--- config.mk ---
export PLATFORM = sky130hd
export DESIGN_NAME = aodr_regs
export DESIGN_NICKNAME = d
export VERILOG_FILES = /design/src/hw/aodr_pkg.sv /design/src/hw/aodr_queue_status.sv /design/src/hw/aodr_regs.sv
export SDC_FILE = /design/constraint.sdc
export NUM_CORES = 1
export LEC_CHECK = 0
export BUFFER_PORTS_ARGS = -buffer_cell sky130_fd_sc_hd__buf_2
export CORE_UTILIZATION = 59
export DETAILED_ROUTE_END_ITERATION = 12
export PLACE_DENSITY = 0.82
export SKIP_LAST_GASP = 1
export SLEW_MARGIN = 20
export SYNTH_ARGS = -nofsm -noshare
export SYNTH_HDL_FRONTEND = slang
export SYNTH_HIERARCHICAL = 1
export SYNTH_SLANG_ARGS = --single-unit
--- constraint.sdc ---
create_clock -name clk -period 6.1 [get_ports clk]
set_clock_uncertainty 0.1 [all_clocks]
set_input_delay 0.61 -clock clk [delete_from_list [all_inputs] [get_ports clk]]
set_output_delay 0.61 -clock clk [all_outputs]
set_load 0.03 [all_outputs]
--- src/hw/aodr_pkg.sv ---
// Constants and carrier types for the accelerometer output data registers
package aodr_pkg;

    // Host register port widths
    localparam int ADDR_W = 8;
    localparam int DATA_W = 8;

    // Sample layout
    localparam int SAMPLE_W = 12;
    localparam int NUM_AXES = 3;
    localparam int SIGN_BIT = 11;
    localparam int NIBBLE_W = 4;

    // Register offsets
    localparam logic [7:0] OFS_X_LOW = 8'h04;
    localparam logic [7:0] OFS_X_HIGH = 8'h05;
    localparam logic [7:0] OFS_Y_LOW = 8'h06;
    localparam logic [7:0] OFS_Y_HIGH = 8'h07;
    localparam logic [7:0] OFS_Z_LOW = 8'h08;
    localparam logic [7:0] OFS_Z_HIGH = 8'h09;
    localparam logic [7:0] OFS_QUEUE_STATUS = 8'h0B;

    // Reset and fill values
    localparam logic [7:0] QUEUE_STATUS_RESET = 8'h00;
    localparam logic [7:0] UNMAPPED_READ = 8'h00;
    localparam logic [3:0] BE_LOW_FILL = 4'h0;
    localparam logic BYTE_ORDER_RESET = 1'b0;

    // Queue status fields and limits
    localparam int WMRK_BIT = 7;
    localparam int OVF_BIT = 6;
    localparam int CNT_W = 6;
    localparam int MODE_W = 2;
    localparam logic [5:0] QUEUE_DEPTH = 6'h20;
    localparam logic [1:0] MODE_DISABLED = 2'h0;

    // Latched XYZ triplet; axis 0 is X
    typedef struct packed {
        logic [NUM_AXES-1:0][SAMPLE_W-1:0] axis;
    } aodr_sample_t;

    // Queue status byte, bit 7 down to bit 0
    typedef struct packed {
        logic wmrk;
        logic ovf;
        logic [CNT_W-1:0] cnt;
    } aodr_queue_status_t;

    // Register access request from the serial interface front end
    typedef struct packed {
        logic [ADDR_W-1:0] addr;
        logic rd;
        logic wr;
        logic [DATA_W-1:0] wdata;
    } aodr_host_req_t;

endpackage

--- src/hw/aodr_queue_status.sv ---
// Sample queue occupancy count, overflow and watermark status byte
`timescale 1ns/1ns
module aodr_queue_status import aodr_pkg::*; (
    // Clock and reset
    input wire logic clk,
    input wire logic rst,
    // Queue configuration
    input wire logic [MODE_W-1:0] queueMode,
    input wire logic [CNT_W-1:0] watermarkLevel,
    // Queue events, one-cycle pulses
    input wire logic queuePush,
    input wire logic queuePop,
    input wire logic queueFlush,
    // Status view
    output aodr_queue_status_t queueStatus
);

    typedef struct packed {
        logic [CNT_W-1:0] cnt;
        logic ovf;
        aodr_queue_status_t view;
    } aodr_qs_state_t;

    aodr_qs_state_t state_q;
    aodr_qs_state_t state_d;

    always_comb begin
        state_d = state_q;
        if (queueMode == MODE_DISABLED || queueFlush) begin
            state_d.cnt = '0;
            state_d.ovf = 1'b0;
        end else if (queuePush && !queuePop) begin
            if (state_q.cnt == QUEUE_DEPTH) begin
                state_d.ovf = 1'b1;
            end else begin
                state_d.cnt = state_q.cnt + 6'h01;
            end
        end else if (queuePop && !queuePush) begin
            state_d.ovf = 1'b0;
            if (state_q.cnt != 6'h00) begin
                state_d.cnt = state_q.cnt - 6'h01;
            end
        end else if (queuePop && queuePush) begin
            // Slot freed in the same cycle, so no overflow
            state_d.ovf = 1'b0;
        end
        if (queueMode == MODE_DISABLED) begin
            state_d.view = QUEUE_STATUS_RESET;
        end else begin
            state_d.view.cnt = state_d.cnt;
            state_d.view.ovf = state_d.ovf;
            state_d.view.wmrk = (watermarkLevel != 6'h00) && (state_d.cnt >= watermarkLevel);
        end
    end

    always_ff @(posedge clk) begin
        if (rst) begin
            state_q <= '0;
        end else begin
            state_q <= state_d;
        end
    end

    assign queueStatus = state_q.view;

endmodule

--- src/hw/aodr_regs.sv ---
// Accelerometer XYZ output data registers and queue status read view
//
// Functional notes
// - Axis pairs at 04h, 06h, 08h
// - Little-endian: low bits 7:0, high 11:8
// - Big-endian: low 11:4, high 3:0 then zeros
// - Axis bytes read-only; writes change nothing
// - Queue mode 00b: status reads 00h
// - Status: watermark 7, overflow 6, count 5:0
// - Little-endian sign fill copies bit 11
// - Latch XYZ with ready flag; axis byte reads clear
// - Select one is big-endian; resets little-endian
// - Count stops at 32; push sets overflow
`timescale 1ns/1ns
module aodr_regs import aodr_pkg::*; (
    // Clock and reset
    input wire logic clk,
    input wire logic rst,
    // New conversion result
    input wire aodr_sample_t newSample,
    input wire logic sampleStrobe,
    // Configuration levels from the config registers
    input wire logic byteOrderSelect,
    input wire logic [MODE_W-1:0] queueMode,
    input wire logic [CNT_W-1:0] watermarkLevel,
    // Queue events
    input wire logic queuePush,
    input wire logic queuePop,
    input wire logic queueFlush,
    // Host register port
    input wire aodr_host_req_t hostReq,
    output logic [DATA_W-1:0] rdData,
    output logic rdValid,
    // Status
    output logic sampleReadyFlag
);

    // Which readable byte the address selects
    typedef enum logic [2:0] {
        SEL_NONE = 3'h0,
        SEL_X_LOW = 3'h1,
        SEL_X_HIGH = 3'h2,
        SEL_Y_LOW = 3'h3,
        SEL_Y_HIGH = 3'h4,
        SEL_Z_LOW = 3'h5,
        SEL_Z_HIGH = 3'h6,
        SEL_STATUS = 3'h7
    } aodr_reg_sel_t;

    typedef struct packed {
        aodr_sample_t held;
        logic bigEndian;
        logic ready;
        logic [DATA_W-1:0] rdData;
        logic rdValid;
    } aodr_state_t;

    aodr_state_t state_q;
    aodr_state_t state_d;
    aodr_queue_status_t queueStatus;
    aodr_reg_sel_t regSel;
    wire logic [NUM_AXES-1:0][DATA_W-1:0] lowByte;
    wire logic [NUM_AXES-1:0][DATA_W-1:0] highByte;
    logic [DATA_W-1:0] readByte;
    logic axisByte;
    logic axisRead;

    aodr_queue_status u_queue_status (
        .clk(clk),
        .rst(rst),
        .queueMode(queueMode),
        .watermarkLevel(watermarkLevel),
        .queuePush(queuePush),
        .queuePop(queuePop),
        .queueFlush(queueFlush),
        .queueStatus(queueStatus)
    );

    // Byte at the lower address of an axis pair
    function automatic logic [DATA_W-1:0] packLow(
        input logic [SAMPLE_W-1:0] s,
        input logic bigEnd
    );
        logic [DATA_W-1:0] b;
        if (bigEnd) begin
            b = s[SAMPLE_W-1:NIBBLE_W];
        end else begin
            b = s[DATA_W-1:0];
        end
        return b;
    endfunction

    // Byte at the upper address; little-endian keeps a signed 16-bit view
    function automatic logic [DATA_W-1:0] packHigh(
        input logic [SAMPLE_W-1:0] s,
        input logic bigEnd
    );
        logic [DATA_W-1:0] b;
        if (bigEnd) begin
            b = {s[NIBBLE_W-1:0], BE_LOW_FILL};
        end else begin
            b = {{NIBBLE_W{s[SIGN_BIT]}}, s[SAMPLE_W-1:DATA_W]};
        end
        return b;
    endfunction

    // Byte packing per axis for the current order
    genvar gi;
    generate
        for (gi = 0; gi < NUM_AXES; gi++) begin : g_axis
            assign lowByte[gi] = packLow(state_q.held.axis[gi], state_q.bigEndian);
            assign highByte[gi] = packHigh(state_q.held.axis[gi], state_q.bigEndian);
        end
    endgenerate

    // Axis bytes sit at consecutive addresses, low byte first
    always_comb begin
        case (hostReq.addr)
            OFS_X_LOW: begin
                regSel = SEL_X_LOW;
                axisByte = 1'b1;
            end
            OFS_X_HIGH: begin
                regSel = SEL_X_HIGH;
                axisByte = 1'b1;
            end
            OFS_Y_LOW: begin
                regSel = SEL_Y_LOW;
                axisByte = 1'b1;
            end
            OFS_Y_HIGH: begin
                regSel = SEL_Y_HIGH;
                axisByte = 1'b1;
            end
            OFS_Z_LOW: begin
                regSel = SEL_Z_LOW;
                axisByte = 1'b1;
            end
            OFS_Z_HIGH: begin
                regSel = SEL_Z_HIGH;
                axisByte = 1'b1;
            end
            OFS_QUEUE_STATUS: begin
                regSel = SEL_STATUS;
                axisByte = 1'b0;
            end
            default: begin
                regSel = SEL_NONE;
                axisByte = 1'b0;
            end
        endcase
    end

    // Unmapped addresses read a fixed filler
    always_comb begin
        case (regSel)
            SEL_X_LOW: begin
                readByte = lowByte[0];
            end
            SEL_X_HIGH: begin
                readByte = highByte[0];
            end
            SEL_Y_LOW: begin
                readByte = lowByte[1];
            end
            SEL_Y_HIGH: begin
                readByte = highByte[1];
            end
            SEL_Z_LOW: begin
                readByte = lowByte[2];
            end
            SEL_Z_HIGH: begin
                readByte = highByte[2];
            end
            SEL_STATUS: begin
                readByte = queueStatus;
            end
            default: begin
                readByte = UNMAPPED_READ;
            end
        endcase
    end

    assign axisRead = hostReq.rd && axisByte;

    always_comb begin
        state_d = state_q;
        state_d.rdValid = hostReq.rd;
        // Applied one cycle late, which keeps a read in flight consistent
        state_d.bigEndian = byteOrderSelect;
        if (hostReq.rd) begin
            state_d.rdData = readByte;
        end
        // Writes are not decoded at all, so a write never changes held data
        if (axisRead) begin
            state_d.ready = 1'b0;
        end
        // New sample wins over a clearing read in the same cycle
        if (sampleStrobe) begin
            state_d.held = newSample;
            state_d.ready = 1'b1;
        end
    end

    always_ff @(posedge clk) begin
        if (rst) begin
            state_q.held <= '0;
            state_q.bigEndian <= BYTE_ORDER_RESET;
            state_q.ready <= 1'b0;
            state_q.rdData <= '0;
            state_q.rdValid <= 1'b0;
        end else begin
            state_q <= state_d;
        end
    end

    assign rdData = state_q.rdData;
    assign rdValid = state_q.rdValid;
    assign sampleReadyFlag = state_q.ready;

endmodule

==> metrics.sh <==
PRE_CTS_SLACK_PS=3250
VIAS_PER_CELL=5.99
ANTENNADIODECOUNT=0
MAX-SLEW-MARGIN-REL_PCT=28.7
GRT_MAX_DEGREE=51
FINAL_MAX_TRAN_VIOLS=0
SYNTH.CELL_AREA_MM2=0.00356
RSZ0062_AT_GRT='no'
ROUTE.VIAS.TOTAL=3074
TIMING.FINAL.SETUP_VIOLATIONS=0
LEADING_CELL_TYPES_BY_TOTAL_AREA_AFTER_SYNTHESIS='dfxtp_1 (35%), mux2i_1 (15%), nor2_1 (6.4%), buf_4 (4.0%), ha_1 (3.2%)'
CRITICALPATHCATEGORY='reg2reg'
DIE_WIDTH_UM=79.7
UTILIZATION_PCT=69.7
REG2REG_FROM='u_queue_status/state_q[9]'
CRIT_ARRIVAL_PS=2910
FP-ROW-COUNT=27
YS_TOP_CELLS_BY_COUNT='dfxtp_1 (62), nor2_1 (61), mux2i_1 (52), buf_4 (19)'
POSTSYNTHCELLCOUNT=392
CTS_ROOT_BUFFER='clkbuf_8'
SYNTH_WARNINGS=6
TIMING.HOLD.WORST_ENDPOINT='rdData[3]'
NUMPORTBUFFERS=69
DRCVIOLATIONCOUNT=0
WORST-R2R-CELL-COUNT=11
DRT_PASS1_ITERATIONS=5
SYNTH_TOP_CELL_AREA_SHARE_PCT=34.9
SYN_TO_FINAL_GROWTH_PCT=11.1
DRT-INITIAL-DRC-COUNT=202
WORST-ENDPOINT-REQUIRED_PS=6220
FINAL_LAYOUT_SIZE_SUFFIX_GT1_SHARE_PCT=22.7
REG2REG_TO='u_queue_status/queueStatus[7]'
CLKLATENCYLATEPIN_PS=330
CTSHTREEMAXLEVEL=3
FINALNETCOUNT=514
WORST-SLEW-PIN-TRANSITION_PS=1070
SYNTH_EDF_COUNT=0
POST-CTS-SETUP-BUFFERS=0
POST_SYNTH.CELL_AREA_AVG_UM2=9.08
MIN_PERIOD_OVER_PERIOD_PCT=45.7
P_CLK_SHARE_PCT=38.0
YS.FLOP_TYPE='dfxtp_1'
CELLPOWERDENSITY_mW_PER_MM2=232
GP_ROUTABILITY_CONGESTION=0.951
RUN_STATUS='completed'
CTS_BUFFER_DEPTH=2
WORST_SETUP_PATH_END_KIND='flip-flop'
TIMING_HOLD_VIOLATIONS_FINAL=0
GLOBAL_ROUTE.OVERFLOW_TOTAL=0
SEQUENTIALPOWERSHARE_PCT=47.9
SYNTHDOMINANTAREACELLTYPE='dfxtp_1'
DP_CELLS=497
POWER.SWITCHING_FRACTION_PCT=27.2
TIMING.HOLD.WORST.START='rdData[3]'
CHIPHEIGHT_UM=79.7
DETAIL_ROUTE.WIRELENGTH_UM=8250
TIMING.SETUP.TNS_PS=0
R2R_SETUP_SLACK_PS=3310
ANTENNA_VIOLATING_NETS_POST_ROUTE=0
CELL_INTERNAL_PWR_W=0.000666
OVERALL_DIE_AREA_MM2=0.00635
ANTENNA_FOUND_INITIAL=0
SYNTH-ASYNC-RESET-RATIO_PCT=0
PLACEABLECOREAREA_MM2=0.00568
NUMCTSBUFFERS=9
HIGHEST_FANOUT_SEEN_ON_THE_CRITICAL_PATH=4
HOLDPATHSTAGES=2
YOSYS.CELL_TYPES.COUNT=64
FINAL.SETUP.WORST_SLACK_PS=3310
DETAIL_ROUTE.WL_PER_CELL_UM=16.1
SWITCHING_POWER_W=0.000249
TRITONCTS='done'
POST-ROUTE-MIN-PERIOD_PS=2790
LEAKAGE_nW=1.69
SYNTH.MOST_COMMON_CELL='dfxtp_1'
SYNTH-SEQ-AREA-SHARE_PCT=34.9
GRT_PASS1_VIAS=2868
CLKSLEWWORSTSETUPHOLDPATHS_PS=70
POST_CTS.RESIZED_INSTANCES=0
SYNTHESIS.NETS=470
SYNTH_SEQ_CELLS=62
MAX_FREQ_MHz=359
MIN_PATH_TYPE='reg2reg'
HOLD_SLACK_PS=336
GLOBAL_ROUTE.USAGE.TOTAL_PCT=27.7
CTS.HOLD.BUFFERS_ADDED=0
MAX-VDD-IR-DROP_uV=177
COMB_POWER_SHARE_PCT=14.1
START_UTIL_PCT=62.7
GRT_PASS1_WL_UM=13600
CRITICAL_PATH_STARTPOINT_CATEGORY='flip-flop'
TIMING.MAX_CAP.VIOLATIONS=0
DETAILED_PLACE_HPWL_UM=6150
CLOCK-SINKS=62
STDCELL_COUNT=513
PIN_COUNT=79
==> power groups by stage <==
stage | Clock (W) | Sequential (W) | Combinational, W
after global routing | 0.000370 | 0.000440 | 0.000143
after CTS | 0.000354 | 0.000438 | 0.000129
after global placement | 0 | 0.000446 | 0.000125
after detailed placement | 0 | 0.000447 | 0.000128
after floorplan | 0 | 0.000442 | 0.0000922
final | 0.000348 | 0.000438 | 0.000129
==> layout by cell type (no fill, tap or decap), types with 4 or more instances in the layout <==
cell type	netlist	layout
a21oi_1	6	6
buf_2	7	69
clkbuf_8	0	9
nor3_1	16	16
ha_1	9	9
nor2_1	61	61
nand2_1	16	16
nand3_1	6	6
nand2b_1	5	5
clkinv_2	0	4
mux4_2	4	4
inv_1	11	11
o32ai_1	4	4
mux2i_1	52	52
o22ai_1	4	4
nor2b_1	14	14
dfxtp_1	62	62
nor4_1	5	5
a22oi_1	9	9
a211oi_1	4	4
o21ai_0	6	6
==> critical path: stages, from the launching register on <==
cell and delay (ps):
dfxtp_1 340, inv_1 120, ha_1 200, nor4b_2 470
nand2_1 130, o21ai_0 350, nor2b_1 130, ha_1 310
a21o_1 180, a21oi_1 120, o21ai_0 100, o311a_1 130
==> worst max-delay path by stage <==
stage	startpoint	endpoint
3_5_place_dp	queuePop	u_queue_status/queueStatus[7]
4_1_cts	u_queue_status/state_q[9]	u_queue_status/queueStatus[7]
6_report	u_queue_status/state_q[9]	u_queue_status/queueStatus[7]
3_3_place_gp	queuePop	u_queue_status/queueStatus[7]
2_1_floorplan	queuePop	u_queue_status/queueStatus[7]
5_1_grt	u_queue_status/state_q[9]	u_queue_status/queueStatus[7]
==> area by class of cell <==
| class | instances | area, µm² |
|---|---|---|
| Multi-Input combinational cell | 281 | 2030 |
| Fill cell | 466 | 1720 |
| Sequential cell | 62 | 1240 |
| Timing Repair Buffer | 71 | 360 |
| Clock buffer | 9 | 124 |
| Tap cell | 72 | 90.1 |
| Clock inverter | 7 | 65.1 |
| Inverter | 11 | 41.3 |
==> sequential cells by signal, indices dropped and copies added (netlist names) <==
signal                      count
rdData                          8
sampleReadyFlag                 1
u_queue_status/state_q          7
state_q                        37
u_queue_status/queueStatus      8
rdValid                         1
==> routing by layer <==
layer | track usage [%] | vias to the layer above | routed length, µm
met2 | 43.6 | 115 | 3790
met4 | 7.27 | 0 | 106
li1 | - | 1500 | -
met1 | 37.7 | 1445 | 3710
met3 | 6.86 | 14 | 645
met5 | 0 | - | 0
==> cell families after synthesis <==
| logic type | after synthesis | share of synthesized area [%] |
|---|---|---|
| AO/OA/AOI/OAI | 58 | 12.3 |
| XOR/XNOR | 3 | 0.738 |
| adder cells (fa/ha/maj) | 9 | 3.16 |
| buffers and inverters | 49 | 8.05 |
| flip-flops | 62 | 34.9 |
| multiplexers | 60 | 18.7 |
| AND/OR/NAND/NOR | 151 | 22.1 |
==> per-stage QoR <==
step | cell area, µm² | total power (W)
after floorplan | 3560 | 0.000534
after global placement | 3770 | 0.000570
after detailed placement | 3770 | 0.000575
after CTS | 3960 | 0.000920
after global routing | 3960 | 0.000952
final | 3960 | 0.000916
Power figures use the tool's default switching activity.
